File: src/inc/apr_pkg.sv
// What this block does
// - phase A: serial data, initial pulses, then incremental; B pulses; origin always
// - serial phase starts 100 ms after the request goes high
// - message is exactly 8 characters and host accepts all of them
// - normal incremental output starts 25 ms after the last character, or after the last initial pulse if that is later
// - initial pulses go out at the rate of 1250 rpm rotation
// - 9600 bps async: start, 7 ASCII bits, even parity, stop
// - message is P, sign, five digits, carriage return; zero keeps a sign
// - turn count wraps between +32767 and -32768 both ways
// - encoder setup only allowed while servo is off
// - encoder alarms clear only by the encoder clear, not general reset
// - multi-turn clear zeroes the count and reports completion
// - loss of control power and battery invalidates data until setup
// - every low-to-high request repeats serial data and initial pulses
// - motor stays de-energized until the report sequence completes
package apr_pkg;

    // =====================================================================
    // timing
    localparam int     APR_CLK_HZ          = 100_000_000;
    localparam int     APR_REQ_DELAY_MS    = 100;
    localparam int     APR_REQ_DELAY_CYC   = APR_CLK_HZ / 1000 * APR_REQ_DELAY_MS;
    localparam int     APR_NORM_DELAY_MS   = 25;
    localparam int     APR_NORM_DELAY_CYC  = APR_CLK_HZ / 1000 * APR_NORM_DELAY_MS;
    localparam int     APR_BAUD            = 9600;
    localparam int     APR_BIT_CYC         = APR_CLK_HZ / APR_BAUD;
    localparam int     APR_INIT_RPM        = 1250;
    localparam int     APR_PULSES_PER_REV  = 131072;
    localparam longint APR_INIT_STEP_L     = (longint'(APR_CLK_HZ) * 60)
                                             / (longint'(APR_INIT_RPM) * APR_PULSES_PER_REV);
    localparam int     APR_INIT_STEP_CYC   = int'(APR_INIT_STEP_L);

    // =====================================================================
    // message and frame layout
    localparam int           APR_MSG_LEN    = 8;
    localparam int           APR_DIGITS     = 5;
    localparam int           APR_FRAME_BITS = 10;
    localparam logic [6:0]   APR_CH_P       = 7'h50;
    localparam logic [6:0]   APR_CH_PLUS    = 7'h2B;
    localparam logic [6:0]   APR_CH_MINUS   = 7'h2D;
    localparam logic [6:0]   APR_CH_ZERO    = 7'h30;
    localparam logic [6:0]   APR_CH_CR      = 7'h0D;
    localparam logic [4:0][15:0] APR_DEC_WEIGHT = {16'h0001, 16'h000A, 16'h0064, 16'h03E8, 16'h2710};
    localparam logic [1:0]   APR_QUAD_START = 2'b10;

    // =====================================================================
    // encoder alarm bit positions
    localparam int APR_ALM_MT_ERR  = 0;
    localparam int APR_ALM_MT_OVF  = 1;
    localparam int APR_ALM_BATT1   = 2;
    localparam int APR_ALM_BATT2   = 3;
    localparam int APR_ALM_OVSPD   = 4;
    localparam int APR_ENC_ALARMS  = 5;

    // =====================================================================
    // types
    typedef enum logic [1:0] {
        APR_NORMAL = 2'b00,
        APR_WAIT   = 2'b01,
        APR_SERIAL = 2'b10,
        APR_INIT   = 2'b11
    } apr_rpt_t;

    typedef struct packed {
        logic a;
        logic b;
        logic z;
    } apr_quad_t;

    typedef struct packed {
        logic        busy;
        logic [8:0]  sh;
        logic [3:0]  nbits;
        logic [23:0] tmr;
        logic        line;
    } apr_tx_t;

    typedef struct packed {
        logic [2:0]                      sync;
        logic                            req_lvl;
        apr_rpt_t                        st;
        logic [23:0]                     timer;
        logic [15:0]                     mag;
        logic                            neg;
        logic [2:0]                      dig_idx;
        logic [4:0][3:0]                 digits;
        logic [3:0]                      char_idx;
        logic                            tx_start;
        logic [6:0]                      tx_char;
        logic [16:0]                     p0;
        logic [16:0]                     pulses;
        logic [7:0]                      step_tmr;
        logic [1:0]                      quad;
        logic [15:0]                     mt;
        logic                            valid;
        logic                            rpt_done;
        logic [APR_ENC_ALARMS-1:0]       enc_alarm;
        logic                            gen_alarm;
        logic                            setup_done;
        logic                            setup_refused;
        apr_quad_t                       q_out;
        logic                            energize;
    } apr_top_t;

    localparam apr_tx_t  APR_TX_RESET  = '{busy: 1'b0, sh: '0, nbits: '0, tmr: '0, line: 1'b1};
    localparam apr_top_t APR_TOP_RESET = '0;

endpackage
File: src/hdl/apr_top.sv
`timescale 1ns/1ps
// =========================================================================
// absolute position report: serial turn count, initial pulses, then
// incremental pass-through; plus encoder alarm and multi-turn clear
module apr_top
    import apr_pkg::*;
#(
    parameter int REQ_DELAY_CYC  = APR_REQ_DELAY_CYC,
    parameter int NORM_DELAY_CYC = APR_NORM_DELAY_CYC,
    parameter int BIT_CYC        = APR_BIT_CYC,
    parameter int INIT_STEP_CYC  = APR_INIT_STEP_CYC
) (
    // clock and reset
    input  wire logic                      CLK,
    input  wire logic                      ARST_N,
    // report request pin from the host
    input  wire logic                      ABS_REPORT_REQUEST,
    // divided encoder signals and position inside the turn
    input  wire apr_quad_t                 ENC_IN,
    input  wire logic [16:0]               ENC_P0,
    input  wire logic                      ENC_TURN_UP,
    input  wire logic                      ENC_TURN_DN,
    input  wire logic                      ENC_BACKUP_LOST,
    // alarms and setup operations
    input  wire logic [APR_ENC_ALARMS-1:0] ENC_ALARM_EV,
    input  wire logic                      GEN_ALARM_EV,
    input  wire logic                      ENC_ALARM_CLEAR,
    input  wire logic                      GENERAL_ALARM_CLEAR_INPUT,
    input  wire logic                      MT_CLEAR_REQ,
    // servo control
    input  wire logic                      SERVO_ON,
    output logic                           SERVO_ENERGIZE,
    // pulse outputs to the host
    output logic                           PHASE_A_OUT,
    output logic                           PHASE_B_OUT,
    output logic                           ORIGIN_PULSE_OUT,
    // status
    output logic                           REPORT_BUSY,
    output logic                           ABS_DATA_VALID,
    output logic [APR_ENC_ALARMS-1:0]      ENC_ALARM,
    output logic                           GEN_ALARM,
    output logic                           SETUP_DONE,
    output logic                           SETUP_REFUSED
);

    apr_top_t s_q;
    apr_top_t s_d;
    logic     req_lvl_nx;
    logic     rise;
    logic     setup_ok;
    logic     alarm_clr_ok;
    logic     tx_ready;
    logic     tx_line;

    // =====================================================================
    // message character for a given position
    function automatic logic [6:0] msg_char(input logic [3:0] idx, input logic neg,
                                            input logic [4:0][3:0] dig);
        logic [3:0] d;
        d = 4'h0;
        unique case (idx)
            4'd0:    msg_char = APR_CH_P;
            4'd1:    msg_char = neg ? APR_CH_MINUS : APR_CH_PLUS;
            4'd7:    msg_char = APR_CH_CR;
            default: begin
                d        = dig[3'(idx - 4'd2)];
                msg_char = 7'(APR_CH_ZERO + {3'b000, d});
            end
        endcase
    endfunction

    // =====================================================================
    // request level counts only once the two late stages agree
    assign req_lvl_nx   = (s_q.sync[1] == s_q.sync[2]) ? s_q.sync[2] : s_q.req_lvl;
    assign rise         = req_lvl_nx & ~s_q.req_lvl;
    assign setup_ok     = MT_CLEAR_REQ & ~SERVO_ON;
    assign alarm_clr_ok = ENC_ALARM_CLEAR & ~SERVO_ON;

    // =====================================================================
    // serial character sender
    apr_uart_tx #(
        .BIT_CYC (BIT_CYC)
    ) u_tx (
        .clk    (CLK),
        .arst_n (ARST_N),
        .start  (s_q.tx_start),
        .data   (s_q.tx_char),
        .ready  (tx_ready),
        .line   (tx_line)
    );

    // =====================================================================
    // next state
    always_comb begin
        s_d               = s_q;
        s_d.setup_done    = 1'b0;
        s_d.setup_refused = 1'b0;
        s_d.tx_start      = 1'b0;
        s_d.sync          = {s_q.sync[1:0], ABS_REPORT_REQUEST};
        s_d.req_lvl       = req_lvl_nx;

        // turn count; clear wins, 16-bit add gives the documented wrap
        if (setup_ok) begin
            s_d.mt         = '0;
            s_d.valid      = 1'b1;
            s_d.setup_done = 1'b1;
        end else begin
            if (ENC_TURN_UP && !ENC_TURN_DN) begin
                s_d.mt = s_q.mt + 16'h0001;
            end else if (ENC_TURN_DN && !ENC_TURN_UP) begin
                s_d.mt = s_q.mt - 16'h0001;
            end
        end
        if ((MT_CLEAR_REQ || ENC_ALARM_CLEAR) && SERVO_ON) begin
            s_d.setup_refused = 1'b1;
        end
        if (ENC_BACKUP_LOST && !setup_ok) begin
            s_d.valid = 1'b0;
        end

        // sticky alarms: a new event beats a clear in the same cycle
        s_d.enc_alarm = (alarm_clr_ok ? '0 : s_q.enc_alarm) | ENC_ALARM_EV;
        s_d.gen_alarm = (GENERAL_ALARM_CLEAR_INPUT ? 1'b0 : s_q.gen_alarm) | GEN_ALARM_EV;

        // report sequence
        unique case (s_q.st)
            APR_NORMAL: begin
            end
            APR_WAIT: begin
                // decimal digits by subtraction, far quicker than the wait
                if (s_q.dig_idx < 3'(APR_DIGITS)) begin
                    if (s_q.mag >= APR_DEC_WEIGHT[s_q.dig_idx]) begin
                        s_d.mag                  = s_q.mag - APR_DEC_WEIGHT[s_q.dig_idx];
                        s_d.digits[s_q.dig_idx]  = s_q.digits[s_q.dig_idx] + 4'h1;
                    end else begin
                        s_d.dig_idx = s_q.dig_idx + 3'h1;
                    end
                end
                if (s_q.timer == '0) begin
                    s_d.st       = APR_SERIAL;
                    s_d.char_idx = '0;
                end else begin
                    s_d.timer = s_q.timer - 24'h00_0001;
                end
            end
            APR_SERIAL: begin
                // tx_start blocks a second issue while ready still lags
                if (tx_ready && !s_q.tx_start) begin
                    if (s_q.char_idx == 4'(APR_MSG_LEN)) begin
                        s_d.st       = APR_INIT;
                        s_d.timer    = 24'(NORM_DELAY_CYC - 1);
                        s_d.pulses   = s_q.p0;
                        s_d.step_tmr = 8'(INIT_STEP_CYC - 1);
                        s_d.quad     = APR_QUAD_START;
                    end else begin
                        s_d.tx_start = 1'b1;
                        s_d.tx_char  = msg_char(s_q.char_idx, s_q.neg, s_q.digits);
                        s_d.char_idx = s_q.char_idx + 4'h1;
                    end
                end
            end
            APR_INIT: begin
                if (s_q.pulses != '0) begin
                    if (s_q.step_tmr == '0) begin
                        s_d.quad     = {~s_q.quad[0], s_q.quad[1]};
                        s_d.pulses   = s_q.pulses - 17'h0_0001;
                        s_d.step_tmr = 8'(INIT_STEP_CYC - 1);
                    end else begin
                        s_d.step_tmr = s_q.step_tmr - 8'h01;
                    end
                end
                if (s_q.timer != '0) begin
                    s_d.timer = s_q.timer - 24'h00_0001;
                end else if (s_q.pulses == '0) begin
                    s_d.st       = APR_NORMAL;
                    s_d.rpt_done = 1'b1;
                end
            end
        endcase

        // a fresh request restarts the whole report from any phase
        if (rise) begin
            s_d.st      = APR_WAIT;
            s_d.timer   = 24'(REQ_DELAY_CYC - 1);
            s_d.neg     = s_q.mt[15];
            s_d.mag     = s_q.mt[15] ? (16'h0000 - s_q.mt) : s_q.mt;
            s_d.p0      = ENC_P0;
            s_d.dig_idx = '0;
            s_d.digits  = '0;
        end

        // output pins, registered
        s_d.q_out.z = ENC_IN.z;
        unique case (s_q.st)
            APR_NORMAL: begin
                s_d.q_out.a = ENC_IN.a;
                s_d.q_out.b = ENC_IN.b;
            end
            APR_WAIT: begin
                s_d.q_out.a = 1'b1;
                s_d.q_out.b = 1'b0;
            end
            APR_SERIAL: begin
                s_d.q_out.a = tx_line;
                s_d.q_out.b = 1'b0;
            end
            APR_INIT: begin
                s_d.q_out.a = s_q.quad[1];
                s_d.q_out.b = s_q.quad[0];
            end
        endcase

        // no torque until a report has completed and nothing is wrong
        s_d.energize = SERVO_ON && s_q.st == APR_NORMAL && s_q.rpt_done && s_q.valid
                       && s_q.enc_alarm == '0 && !s_q.gen_alarm;
    end

    // =====================================================================
    // state register
    always_ff @(posedge CLK or negedge ARST_N) begin
        if (!ARST_N) begin
            s_q <= APR_TOP_RESET;
        end else begin
            s_q <= s_d;
        end
    end

    // =====================================================================
    // ports
    assign PHASE_A_OUT      = s_q.q_out.a;
    assign PHASE_B_OUT      = s_q.q_out.b;
    assign ORIGIN_PULSE_OUT = s_q.q_out.z;
    assign SERVO_ENERGIZE   = s_q.energize;
    assign REPORT_BUSY      = s_q.st != APR_NORMAL;
    assign ABS_DATA_VALID   = s_q.valid;
    assign ENC_ALARM        = s_q.enc_alarm;
    assign GEN_ALARM        = s_q.gen_alarm;
    assign SETUP_DONE       = s_q.setup_done;
    assign SETUP_REFUSED    = s_q.setup_refused;
endmodule // apr_top

File: src/hdl/apr_uart_tx.sv
`timescale 1ns/1ps
// =========================================================================
// async character sender, 7 data bits lsb first, even parity
module apr_uart_tx
    import apr_pkg::*;
#(
    parameter int BIT_CYC = APR_BIT_CYC
) (
    // clock and reset
    input  wire logic       clk,
    input  wire logic       arst_n,
    // character request
    input  wire logic       start,
    input  wire logic [6:0] data,
    output logic            ready,
    // serial line
    output logic            line
);

    apr_tx_t s_q;
    apr_tx_t s_d;

    // ready only in idle, so a start while busy is ignored
    assign ready = ~s_q.busy;
    assign line  = s_q.line;

    // =====================================================================
    // next state
    always_comb begin
        s_d = s_q;
        if (!s_q.busy) begin
            s_d.line = 1'b1;
            if (start) begin
                s_d.busy  = 1'b1;
                s_d.line  = 1'b0;
                s_d.sh    = {1'b1, ^data, data};
                s_d.nbits = 4'(APR_FRAME_BITS - 1);
                s_d.tmr   = 24'(BIT_CYC - 1);
            end
        end else if (s_q.tmr != '0) begin
            s_d.tmr = s_q.tmr - 24'h0001;
        end else if (s_q.nbits != '0) begin
            s_d.line  = s_q.sh[0];
            s_d.sh    = {1'b1, s_q.sh[8:1]};
            s_d.nbits = s_q.nbits - 4'h1;
            s_d.tmr   = 24'(BIT_CYC - 1);
        end else begin
            // stop bit has stood a full bit time
            s_d.busy = 1'b0;
            s_d.line = 1'b1;
        end
    end

    // =====================================================================
    // state register
    always_ff @(posedge clk or negedge arst_n) begin
        if (!arst_n) begin
            s_q <= APR_TX_RESET;
        end else begin
            s_q <= s_d;
        end
    end

    function automatic logic busy_hold();
        return s_q.busy && s_q.nbits == 4'(APR_FRAME_BITS - 1);
    endfunction
endmodule // apr_uart_tx

File: config.mk
export PLATFORM = sky130hd
export DESIGN_NAME = apr_top
export DESIGN_NICKNAME = d
export VERILOG_FILES = /design/src/inc/apr_pkg.sv /design/src/hdl/apr_top.sv /design/src/hdl/apr_uart_tx.sv
export SDC_FILE = /design/constraint.sdc
export NUM_CORES = 1
export LEC_CHECK = 0
export BUFFER_PORTS_ARGS = -buffer_cell sky130_fd_sc_hd__buf_2
export CORE_ASPECT_RATIO = 0.5
export CORE_MARGIN = 3
export CORE_UTILIZATION = 30
export CTS_BUF_LIST = sky130_fd_sc_hd__clkbuf_8
export CTS_CLUSTER_DIAMETER = 150
export DETAILED_ROUTE_END_ITERATION = 8
export PLACE_DENSITY = 0.52
export REMOVE_ABC_BUFFERS = 1
export SLEW_MARGIN = 20
export SYNTH_ARGS = -nofsm -noshare
export SYNTH_HDL_FRONTEND = slang
export SYNTH_HIERARCHICAL = 1
export SYNTH_SLANG_ARGS = --single-unit
export TNS_END_PERCENT = 100
File: constraint.sdc
create_clock -name CLK -period 3.5 [get_ports CLK]
set_input_delay 0.875 -clock CLK [delete_from_list [all_inputs] [get_ports CLK]]
set_output_delay 0.875 -clock CLK [all_outputs]
set_load 0.05 [all_outputs]
==> reports/qor.log, run 1 <==
qor: floorplanning.initial_core_util 30.8%
qor: place.placement.io_buffers 49
qor: pwr.cell_internal_pwr 0.00595 W
qor: yosys.synth_mux_area_share 3.33%
qor: clock_tree.cts_num_sinks 195
qor: clock_tree.clock_latency_on_the_worst_skew_pair 500 ps
qor: yosys.asr_flop_ratio_synth 100%
qor: floorplanning.die_height 146 µm
qor: timing.tns 0 ps
qor: pwr.power_frac_comb 52.2%
qor: floorplanning.io_pins 50
qor: floorplanning.dieArea 0.0415 mm²
qor: finish.antenna_cells 0
qor: finish.layout-drive-gt1-share 12.1%
qor: worst_setup_path.timing.rr.start s_q[107]$_DFFE_PN0P_
qor: timing.final.period_utilization 94.4%
qor: yosys.synthTopCellsByArea sky130_fd_sc_hd__dfrtp_1 42%, sky130_fd_sc_hd__ha_1 5.2%, sky130_fd_sc_hd__nand2_1 5.0%
qor: clock_tree.post_cts_buffers 0
qor: yosys.syn_area 0.0117 mm²
qor: clock_tree.cts_resized 0
qor: global_routing.wire_length_of_the_first_global_routing_pass 50100 µm
qor: min_path.worst_hold_path_type in2async
qor: routing.met3RoutedLength 983 µm
qor: yosys.synth_top_family_by_area simple AND/OR/NAND/NOR gates
qor: floorplanning.cell_rows 50
qor: yosys.ys_seq_area_share 41.7%
qor: global_routing.grt_max_degree 76
qor: timing.clock.fmax 303 MHz
qor: worst_setup_path.worstReg2RegEnd s_q[98]$_DFFE_PN0P_
qor: pwr.vdd_drop_max 0.338 mV
qor: worst_setup_path.critical_path.max_stage_delay 450 ps
qor: clock_tree.htree_levels 4
qor: timing.worst_slew_pin_slew 830 ps
qor: worst_setup_path.critPathCaptureType flip-flop
qor: worst_setup_path.cp_arrival 3660 ps
qor: timing.layout_min_cycle_time 3300 ps
qor: routing.routed_wire_length_per_instance 15.9 µm
qor: floorplanning.overall_die_width 285 µm
qor: worst_setup_path.critical_path_required 3850 ps
qor: clock_tree.clkSlewWorstSetupHoldPaths 100 ps
qor: yosys.top_cell_types_by_occurrence_after_synthesis 194 x sky130_fd_sc_hd__dfrtp_1, 157 x sky130_fd_sc_hd__nand2_1, 105 x sky130_fd_sc_hd__nor2_1
qor: yosys.synthSimpleGateAreaFrac 21.3%
qor: routing.met1Wirelength 14400 µm
qor: timing.maxSlewHeadroom 44.6%
qor: place.place_congestion 0.870
qor: pwr.power_frac_seq 34.7%
qor: yosys.synth_top_area_cell sky130_fd_sc_hd__dfrtp_1
qor: pwr.p_clk_share 13.1%
qor: timing.setup_viol 0
qor: global_routing.antenna_found_initial 0
qor: global_routing.grt.overflow.total 0
qor: yosys.post-synth-top-count-cell sky130_fd_sc_hd__dfrtp_1
qor: timing.fin_worst_skew 16.1 ps
qor: routing.vias 9908
qor: routing.detail-route-antenna-nets 0
qor: worst_setup_path.critPathLaunch s_q[107]$_DFFE_PN0P_
qor: yosys.yosys.area.top_type_share 41.5%
qor: timing.timing_max_transition_violations_final 0
qor: worst_setup_path.cp_common_cell sky130_fd_sc_hd__ha_1
qor: routing.met2WireLength 14200 µm
qor: pwr.sw_frac_of_total 46.3%
qor: finish.final_nets 1449
qor: yosys.number_of_register_bits_inferred_by_synthesis 195
qor: worst_setup_path.worstSetupPathType reg2reg
qor: timing.finalHoldViolCount 0
qor: clock_tree.cts_inserted_buffers 17
qor: outcome.run_status finished clean
qor: worst_setup_path.setup.reg_to_reg.worst_slack 200 ps
qor: worst_setup_path.setup.worst_path.start_class flip-flop
qor: clock_tree.clk_root_buffer_cell sky130_fd_sc_hd__clkbuf_8
qor: clock_tree.max-clock-path-buffers 2
qor: global_routing.grt_use_total 14.6%
qor: clock_tree.postCtsHoldBufs 0
qor: routing.drt_drc_violations_left 0
qor: clock_tree.cts_tree done
qor: finish.area_growth_synth_to_finish 11.1%
qor: worst_setup_path.critical_path.max_fanout 11
qor: routing.top_layer_used met4
qor: routing.postRouteWirelength 30100 µm
qor: yosys.synthesis.area_per_instance 8.88 µm²
qor: yosys.postSynth.topFlopCell sky130_fd_sc_hd__dfrtp_1
qor: yosys.synthXorXnorAreaFrac 4.04%
qor: timing.rsz0062_at_grt no
qor: finish.final.fill_count 3943
qor: global_routing.grt_pass1_vias 9833
qor: yosys.synth_warnings 6
qor: timing.final.setup.worst_slack 197 ps
qor: routing.detailedRoute.firstIterationViolations 666
qor: yosys.synth_enable_flop_cells 0
qor: yosys.compound_gate_portion_of_the_synthesized_area 19.6%
qor: floorplanning.floorplan.core_area 0.0379 mm²
qor: routing.post_drt_via_cell_ratio 5.23
qor: place.dp_slack 72.7 ps
qor: yosys.postSynthCellCount 1316
qor: yosys.yosys.area_share.adder 5.67%
qor: pwr.p_sw 0.00513 W
qor: yosys.synth.lib_cells_used.distinct 88
qor: pwr.leakage 5.54 nW
qor: routing.firstDrtPassIters 5
qor: worst_setup_path.crit_slowest_cell sky130_fd_sc_hd__dfrtp_1
qor: worst_setup_path.crit_path_end s_q[98]$_DFFE_PN0P_
qor: worst_setup_path.r2r_cells 11
qor: worst_setup_path.cp_cell_sequence inv_1 > ha_1 > nand2_1 > ha_1 > a211o_1 > a311o_1 > a221oi_2 > a21o_2 > or3_1 > mux2i_1 > nor2_1
qor: place.detailedPlacementHpwl 21800 µm
qor: pwr.p_per_area 853 mW/mm²
qor: job.max_cap_violations 0
-- cell usage in the layout, fill, tap and decap left out, drive strengths merged, types with 16 or more instances in the layout --
master  synthesis  layout
a31oi          22      22
or3            24      24
dfrtp         194     194
clkbuf         33      20
a21oi          96      96
nor2          109     109
inv            49      59
nand3          64      64
xnor2          38      38
o31ai          17      17
nor3           48      48
nor4           25      25
o21ai         107     107
buf            32      91
ha             49      49
o21a           16      16
mux2i          22      22
nand2         157     157
xor2           16      16
-- flip-flops by register name (all words and copies together) (netlist names), 2 cells and up --
register and cells:
ENC_ALARM 5, u_tx/s_q 38, s_d 2, s_q 141
-- routing by layer --
metal / global-route usage, % / up-vias
li1: - / 4842
met1: 19.4 / 4831
met2: 23.9 / 198
met3: 2.88 / 37
met4: 4.75 / 0
met5: 0 / -
-- critical path: cells and delay by family (launching register included) --
family / cells / cell delay, ps
and+or+nand+nor: 3 / 490
adders and majority gates: 2 / 480
buffers and inverters: 1 / 150
muxes: 1 / 220
AOI/OAI and AO/OA: 4 / 1370
DFF: 1 / 450
-- worst min-delay path by stage --
stage / depth (start not counted) / end / startpoint / slack (ps)
floorplan: 0 / s_d[155]$_DFF_PN0_ / s_d[154]$_DFF_PN0_ / 330
global placement: 0 / s_d[155]$_DFF_PN0_ / s_d[154]$_DFF_PN0_ / 340
detailed placement: 0 / s_d[155]$_DFF_PN0_ / s_d[154]$_DFF_PN0_ / 350
CTS: 0 / s_d[155]$_DFF_PN0_ / s_d[154]$_DFF_PN0_ / 370
global route: 1 / s_q[64]$_DFFE_PN0P_ / ARST_N / 380
finish: 1 / s_q[64]$_DFFE_PN0P_ / ARST_N / 370
-- power groups by stage --
stage          clock, W  sequential (W)  combinational [W]
4_1_cts         0.00152         0.00383            0.00578
3_5_place_dp          0         0.00387            0.00575
5_1_grt         0.00161         0.00396            0.00648
3_3_place_gp          0         0.00384            0.00566
6_report        0.00145         0.00384            0.00579
2_1_floorplan         0         0.00370            0.00418
-- logic make-up (layout without fill, tap and decap cells) --
| logic type | after synthesis | after routing |
|---|---|---|
| AOI/OAI and AO/OA | 363 | 363 |
| xor gates and xnor gates | 54 | 54 |
| adders and majority gates | 52 | 52 |
| buffers and inverters | 116 | 175 |
| DFF | 195 | 195 |
| muxes | 32 | 32 |
| and+or+nand+nor | 504 | 504 |
-- stage by stage --
step | utilization (%) | hold slack [ps] | power, W | cell area (µm²) | instances
after floorplan | - | 331 | 0.00788 | 11400 | 1251
after global placement | 33.3 | 344 | 0.00950 | 12600 | 1863
after detailed placement | 33.3 | 346 | 0.00962 | 12600 | 1863
after CTS | 34.3 | 370 | 0.0111 | 13000 | 1895
after global routing | 34.3 | 375 | 0.0120 | 13000 | 1895
final | 34.3 | 365 | 0.0111 | 13000 | 1895
-- area by class of cell --
cell class / instances / area, µm² / area share [%]
sequential: 195 / 4880 / 37.6
inverter: 51 / 191 / 1.47
multi-input combinational: 1005 / 6300 / 48.5
timing repair buffer: 92 / 589 / 4.54
clock inverter: 13 / 111 / 0.858
clock buffer: 19 / 262 / 2.01
tap: 520 / 651 / 5.01
No activity file was read; power rests on OpenSTA's default activity.
==> inputs of run 2 (changes only) <==
- CORE_ASPECT_RATIO: 0.5 -> default
- PLACE_DENSITY: 0.52 -> 0.45
==> run 2 against run 1 <==
Against the previous run: sequential power is essentially flat; cell count shrank 0.21%; register-to-register slack gained 60 ps; total power grew 0.52%; combinational power shrank 0.9%; highest routed layer unchanged; largest power group unchanged; fmax grew 2.0%; final area grew 0.47%; first-iteration DRC count shrank 20%; critical endpoint unchanged.
==> reports/qor.log, run 2 (synthesis results as in run 1) <==
qor: floorplanning.die_height 203 µm [was 146 µm]
qor: min_path.worst_hold_path_type in2async [unchanged]
qor: floorplanning.floorplan.core_area 0.0380 mm² [was 0.0379 mm²]
qor: place.placement.io_buffers 49 [unchanged]
qor: clock_tree.clock_latency_on_the_worst_skew_pair 500 ps [about the same]
qor: timing.setup_viol 0 [unchanged]
qor: worst_setup_path.worstSetupPathType reg2reg [unchanged]
qor: timing.tns 0 ps [unchanged]
qor: routing.firstDrtPassIters 6 [was 5]
qor: global_routing.grt_use_total 15.2% [was 14.6%]
qor: global_routing.grt_pass1_vias 9646 [was 9833]
qor: clock_tree.clk_root_buffer_cell sky130_fd_sc_hd__clkbuf_8 [unchanged]
qor: floorplanning.overall_die_width 203 µm [was 285 µm]
qor: pwr.p_per_area 853 mW/mm² [about the same]
qor: timing.worst_slew_pin_slew 996 ps [was 830 ps]
qor: pwr.vdd_drop_max 0.283 mV [was 0.338 mV]
qor: place.detailedPlacementHpwl 22000 µm [was 21800 µm]
qor: clock_tree.cts_tree done [unchanged]
qor: clock_tree.cts_num_sinks 195 [unchanged]
qor: pwr.p_clk_share 13.9% [was 13.1%]
qor: timing.rsz0062_at_grt yes [was no]
qor: clock_tree.post_cts_buffers 0 [unchanged]
qor: pwr.cell_internal_pwr 0.00616 W [was 0.00595 W]
qor: worst_setup_path.critical_path_required 3870 ps [was 3850 ps]
qor: timing.final.period_utilization 92.5% [was 94.4%]
qor: pwr.sw_frac_of_total 44.7% [was 46.3%]
qor: place.place_congestion 0.820 [was 0.870]
qor: pwr.p_sw 0.00498 W [was 0.00513 W]
qor: finish.registers.top_by_ff_count s_q [unchanged]
qor: floorplanning.dieArea 0.0414 mm² [was 0.0415 mm²]
qor: job.max_cap_violations 0 [unchanged]
qor: routing.routed_wire_length_per_instance 16.2 µm [was 15.9 µm]
qor: pwr.power_frac_comb 51.6% [was 52.2%]
qor: timing.timing_max_transition_violations_final 0 [unchanged]
qor: worst_setup_path.setup.worst_path.start_class flip-flop [unchanged]
qor: clock_tree.htree_levels 4 [unchanged]
qor: timing.fin_worst_skew 14.7 ps [was 16.1 ps]
qor: timing.layout_min_cycle_time 3240 ps [was 3300 ps]
qor: clock_tree.clkSlewWorstSetupHoldPaths 100 ps [about the same]
qor: global_routing.antenna_found_initial 0 [unchanged]
qor: global_routing.grt_max_degree 77 [was 76]
qor: finish.layout-drive-gt1-share 12.3% [was 12.1%]
qor: pwr.leakage 5.58 nW [was 5.54 nW]
qor: floorplanning.io_pins 50 [unchanged]
qor: routing.detailedRoute.firstIterationViolations 535 [was 666]
qor: routing.detail-route-antenna-nets 0 [unchanged]
qor: worst_setup_path.timing.rr.start s_q[107]$_DFFE_PN0P_ [unchanged]
qor: finish.area_growth_synth_to_finish 11.6% [was 11.1%]
qor: routing.postRouteWirelength 30700 µm [was 30100 µm]
qor: routing.post_drt_via_cell_ratio 5.13 [was 5.23]
qor: outcome.run_status finished clean [unchanged]
qor: worst_setup_path.cp_arrival 3610 ps [was 3660 ps]
qor: worst_setup_path.r2r_cells 11 [unchanged]
qor: finish.layout.cells.most_common_list 194 x sky130_fd_sc_hd__dfrtp_1, 157 x sky130_fd_sc_hd__nand2_1, 105 x sky130_fd_sc_hd__nor2_1 [unchanged]
qor: clock_tree.cts_inserted_buffers 17 [unchanged]
qor: finish.layout_commonest_cell sky130_fd_sc_hd__dfrtp_1 [unchanged]
qor: worst_setup_path.critical_path.max_fanout 10 [was 11]
qor: floorplanning.cell_rows 71 [was 50]
qor: global_routing.wire_length_of_the_first_global_routing_pass 51400 µm [was 50100 µm]
qor: pwr.power_frac_seq 34.6% [was 34.7%]
qor: clock_tree.max-clock-path-buffers 2 [unchanged]
qor: routing.drt_drc_violations_left 0 [unchanged]
qor: clock_tree.cts_resized 0 [unchanged]
qor: floorplanning.initial_core_util 30.8% [about the same]
qor: global_routing.grt.overflow.total 0 [unchanged]
qor: worst_setup_path.critPathCaptureType flip-flop [unchanged]
qor: timing.finalHoldViolCount 0 [unchanged]
qor: timing.clock.fmax 309 MHz [was 303 MHz]
qor: pwr.finalPower 0.0111 W [about the same]
qor: clock_tree.postCtsHoldBufs 0 [unchanged]
qor: finish.largest_register_ffs 141 [unchanged]
qor: worst_setup_path.worstReg2RegEnd s_q[98]$_DFFE_PN0P_ [unchanged]
qor: timing.maxSlewHeadroom 33.6% [was 44.6%]
qor: worst_setup_path.setup.reg_to_reg.worst_slack 260 ps [was 200 ps]
qor: finish.final_nets 1454 [was 1449]
qor: routing.vias 9704 [was 9908]
run 2: changes by cell type in the layout (fill, tap and decap cells not counted):
cell                        before  now
sky130_fd_sc_hd__buf_4          42   46
sky130_fd_sc_hd__clkinv_2        1    6
sky130_fd_sc_hd__bufinv_16       0    3
sky130_fd_sc_hd__clkbuf_8       20   18
sky130_fd_sc_hd__inv_6           6    0
sky130_fd_sc_hd__buf_8           0    1
sky130_fd_sc_hd__buf_12          1    2
sky130_fd_sc_hd__inv_1          50   51
sky130_fd_sc_hd__inv_8           3    0
sky130_fd_sc_hd__diode_2         0    1
run 2: worst max-delay path by stage:
stage / slack [ps] / end / startpoint / cells past startpoint
CTS: 250 / s_q[98]$_DFFE_PN0P_ / s_q[107]$_DFFE_PN0P_ / 11
global placement: 190 / s_q[28]$_DFFE_PN0P_ / ENC_TURN_DN / 10
detailed placement: 170 / s_q[28]$_DFFE_PN0P_ / ENC_TURN_DN / 10
finish: 260 / s_q[98]$_DFFE_PN0P_ / s_q[107]$_DFFE_PN0P_ / 11
global route: -4 / s_q[86]$_DFFE_PN0P_ / s_q[107]$_DFFE_PN0P_ / 11
floorplan: 150 / s_q[98]$_DFFE_PN0P_ / s_q[106]$_DFFE_PN0P_ / 11
run 2: stage by stage:
stage	worst slack (ps)	utilization (%)	hold WS (ps)	std cells	instance area, µm²
after floorplan	150	-	331	1251	11400
after global placement	187	33.3	333	1859	12700
after detailed placement	175	33.3	344	1859	12700
after CTS	254	34.3	344	1890	13000
after global routing	-3.92	34.3	371	1890	13000
final	261	34.3	343	1891	13000
run 2: critical path, stage by stage (launching register included):
cell,delay (ps)
sky130_fd_sc_hd__dfrtp_1,490
sky130_fd_sc_hd__inv_1,140
sky130_fd_sc_hd__ha_1,190
sky130_fd_sc_hd__nand2_1,160
sky130_fd_sc_hd__ha_1,280
sky130_fd_sc_hd__a211o_1,310
sky130_fd_sc_hd__a311o_1,290
sky130_fd_sc_hd__a221oi_2,360
sky130_fd_sc_hd__a21o_2,320
sky130_fd_sc_hd__or3_1,310
sky130_fd_sc_hd__mux2i_1,220
sky130_fd_sc_hd__nor2_1,50
run 2: cell type report:
class                      instances  area (µm²)
timing repair buffer              97         641
antenna                            1        2.50
inverter                          51         191
clock buffer                      18         248
fill                            4005       25000
tap                              511         639
clock inverter                    13         144
multi-input combinational       1005        6300
sequential                       195        4880
run 2: power by group through the flow:
stage	Sequential, W	Clock [W]	Combinational, W
2_1_floorplan	0.00370	0	0.00418
3_3_place_gp	0.00388	0	0.00576
3_5_place_dp	0.00388	0	0.00577
4_1_cts	0.00384	0.00163	0.00579
5_1_grt	0.00397	0.00172	0.00650
6_report	0.00385	0.00154	0.00574
run 2: per-layer routing:
metal	up-vias	global-route usage, %	share of wire [%]
met2	106	24.2	46
met1	4727	21.5	51
met4	0	3.37	0.95
met5	-	0	0
li1	4858	-	-
met3	13	2.81	2.6
==> inputs of run 3 (changes only) <==
==> constraint.sdc (replaced) <==
create_clock -name CLK -period 3.5 [get_ports CLK]
set_input_delay 0.7 -clock CLK [delete_from_list [all_inputs] [get_ports CLK]]
set_output_delay 0.7 -clock CLK [all_outputs]
set_load 0.05 [all_outputs]
==> run 3 against run 2 <==
Against the previous run: critical path depth did not move; clock skew fell by 1.5 ps; fmax rose by 0.57%; clock power about the same; cell count is 0.21% lower; register-to-register slack better by 20 ps; combinational power about the same; utilization down 0.099 points; first-iteration DRC count increased by 9.9%; via count is 0.81% higher; highest routed layer unchanged.
==> reports/qor.log, run 3 (synthesis results as in run 1) <==
qor: timing.rsz0062_at_grt no [was yes]
qor: timing.fin_worst_skew 13.2 ps [was 14.7 ps]
qor: timing.tns 0 ps [unchanged]
qor: clock_tree.postCtsHoldBufs 0 [unchanged]
qor: global_routing.grt_most_used_layer met2 [unchanged]
qor: global_routing.grt.overflow.total 0 [unchanged]
qor: worst_setup_path.cp_arrival 3600 ps [was 3610 ps]
qor: min_path.worst_hold_path_type in2async [unchanged]
qor: timing.setup_viol 0 [unchanged]
qor: floorplanning.io_pins 50 [unchanged]
qor: worst_setup_path.setup.worst_path.start_class flip-flop [unchanged]
qor: worst_setup_path.critical_path.max_fanout 10 [unchanged]
qor: global_routing.antenna_found_initial 0 [unchanged]
qor: worst_setup_path.timing.rr.start s_q[106]$_DFFE_PN0P_ [was s_q[107]$_DFFE_PN0P_]
qor: global_routing.grt_use_met1 22.3% [was 21.5%]
qor: timing.worst_slew_pin_slew 896 ps [was 996 ps]
qor: finish.layout.cells.most_common_list 194 x sky130_fd_sc_hd__dfrtp_1, 157 x sky130_fd_sc_hd__nand2_1, 105 x sky130_fd_sc_hd__nor2_1 [unchanged]
qor: clock_tree.clk_root_buffer_cell sky130_fd_sc_hd__clkbuf_8 [unchanged]
qor: clock_tree.cts_num_sinks 195 [unchanged]
qor: finish.largest_register_ffs 141 [unchanged]
qor: finish.final_nets 1450 [was 1454]
qor: worst_setup_path.setup.reg_to_reg.worst_slack 280 ps [was 260 ps]
qor: pwr.finalPower 0.0111 W [about the same]
qor: routing.detail-route-antenna-nets 0 [unchanged]
qor: timing.maxSlewHeadroom 40.3% [was 33.6%]
qor: finish.finish.cell_count_without_fillers 1887 [was 1891]
qor: clock_tree.clock_latency_on_the_worst_skew_pair 500 ps [about the same]
qor: pwr.vdd_drop_max 0.324 mV [was 0.283 mV]
qor: global_routing.grt_use_total 15.2% [about the same]
qor: routing.post_drt_via_cell_ratio 5.18 [was 5.13]
qor: timing.hold_slack 130 ps [was 343 ps]
qor: worst_setup_path.worstSetupPathType reg2reg [unchanged]
qor: timing.clock.fmax 311 MHz [was 309 MHz]
qor: floorplanning.overall_die_width 203 µm [unchanged]
qor: routing.firstDrtPassIters 5 [was 6]
qor: worst_setup_path.critPathCaptureType flip-flop [unchanged]
qor: clock_tree.clkSlewWorstSetupHoldPaths 110 ps [was 100 ps]
qor: finish.area_growth_synth_to_finish 11.3% [was 11.6%]
qor: clock_tree.htree_levels 4 [unchanged]
qor: place.place_congestion 0.798 [was 0.820]
qor: outcome.run_status finished clean [unchanged]
qor: place.detailedPlacementHpwl 21700 µm [was 22000 µm]
qor: clock_tree.cts_inserted_buffers 17 [unchanged]
qor: clock_tree.max-clock-path-buffers 2 [unchanged]
qor: worst_setup_path.worstReg2RegEnd s_q[98]$_DFFE_PN0P_ [unchanged]
qor: global_routing.groute.layer.met3.usage 2.76% [was 2.81%]
qor: routing.routed_wire_length_per_instance 16.3 µm [was 16.2 µm]
qor: worst_setup_path.critical_path_required 3880 ps [was 3870 ps]
qor: floorplanning.dieArea 0.0414 mm² [unchanged]
qor: timing.timing_max_transition_violations_final 0 [unchanged]
qor: timing.layout_min_cycle_time 3220 ps [was 3240 ps]
qor: routing.drt_drc_violations_left 0 [unchanged]
qor: routing.postRouteWirelength 30800 µm [was 30700 µm]
qor: floorplanning.initial_core_util 30.8% [unchanged]
qor: timing.final.period_utilization 92.0% [was 92.5%]
qor: finish.registers.top_by_ff_count s_q [unchanged]
qor: worst_setup_path.crit_path_end s_q[98]$_DFFE_PN0P_ [unchanged]
qor: global_routing.globalRouteMet2Util 23.6% [was 24.2%]
qor: routing.vias 9783 [was 9704]
qor: job.max_cap_violations 0 [unchanged]
qor: clock_tree.cts_resized 0 [unchanged]
qor: floorplanning.floorplan.core_area 0.0380 mm² [unchanged]
qor: place.placed_cells 1855 [was 1859]
qor: timing.finalHoldViolCount 0 [unchanged]
qor: finish.layout_commonest_cell sky130_fd_sc_hd__dfrtp_1 [unchanged]
qor: floorplanning.cell_rows 71 [unchanged]
qor: clock_tree.cts_tree done [unchanged]
qor: place.placement.io_buffers 49 [unchanged]
qor: finish.antenna_cells 0 [was 1]
qor: worst_setup_path.critPathLaunch s_q[106]$_DFFE_PN0P_ [was s_q[107]$_DFFE_PN0P_]
qor: clock_tree.post_cts_buffers 0 [unchanged]
qor: routing.detailedRoute.firstIterationViolations 588 [was 535]
qor: pwr.leakage 5.56 nW [was 5.58 nW]
qor: global_routing.wire_length_of_the_first_global_routing_pass 51600 µm [was 51400 µm]
qor: floorplanning.die_height 203 µm [unchanged]
qor: pwr.p_per_area 854 mW/mm² [was 853 mW/mm²]
qor: finish.final.fill_count 4022 [was 4005]
qor: finish.fin_util 34.2% [was 34.3%]
qor: worst_setup_path.r2r_cells 11 [unchanged]
qor: global_routing.grt_max_degree 70 [was 77]
qor: global_routing.grt_pass1_vias 9591 [was 9646]
qor: finish.layout-drive-gt1-share 12.0% [was 12.3%]
[run 3: cell count changes in the layout (fill, tap and decap cells not counted), sizes merged]
cell and change:
buf -4, clkinvlp +1, clkinv -4, diode -1, inv +5, bufinv -1
[run 3: per-layer routing]
metal  part of all wire [%]  wire length (µm)  up-vias
li1                       -                 -     4843
met1                     51             15900     4789
met2                     45             13700      126
met3                    2.7               819       25
met4                    1.2               370        0
met5                      0                 0        -
[run 3: worst min-delay path by stage]
stage                                           to  slack (ps)  cells past startpoint
after floorplan                 s_d[155]$_DFF_PN0_         330                      0
after global placement          s_d[155]$_DFF_PN0_         330                      0
after detailed placement        s_d[155]$_DFF_PN0_         330                      0
after CTS                 u_tx/s_q[12]$_DFFE_PN0P_         120                      1
after global routing       u_tx/s_q[3]$_DFFE_PN0P_         130                      1
final                      u_tx/s_q[3]$_DFFE_PN0P_         130                      1
[run 3: stage by stage]
stage / setup slack (ps) / area, µm²
6_report: 279 / 13000
5_1_grt: 44.5 / 13000
4_1_cts: 256 / 13000
3_5_place_dp: 279 / 12600
3_3_place_gp: 301 / 12600
2_1_floorplan: 150 / 11400
[run 3: layout make-up]
class / count / area (µm²) / area share (%)
Multi-Input combinational cell: 1005 / 6300 / 48.4
Clock buffer: 18 / 248 / 1.90
Tap cell: 511 / 639 / 4.91
Timing Repair Buffer: 93 / 611 / 4.69
Inverter: 51 / 191 / 1.47
Sequential cell: 195 / 4880 / 37.5
Clock inverter: 14 / 139 / 1.07
[run 3: report_power, final]
group | total, W | internal (W) | switching [W]
registers | 0.00385 | 0.00300 | 0.000845
logic | 0.00574 | 0.00240 | 0.00334
clock network | 0.00153 | 0.000652 | 0.000877
total | 0.0111 | 0.00606 | 0.00506
[run 3: critical path, stage by stage, from the launching register on]
cell and delay (ps):
sky130_fd_sc_hd__dfrtp_1 460, sky130_fd_sc_hd__inv_1 120, sky130_fd_sc_hd__ha_1 200, sky130_fd_sc_hd__nand2_1 160, sky130_fd_sc_hd__ha_1 270, sky130_fd_sc_hd__a211o_1 310, sky130_fd_sc_hd__a311o_1 290, sky130_fd_sc_hd__a221oi_2 370
sky130_fd_sc_hd__a21o_2 350, sky130_fd_sc_hd__or3_1 310, sky130_fd_sc_hd__mux2i_1 220, sky130_fd_sc_hd__nor2_1 50
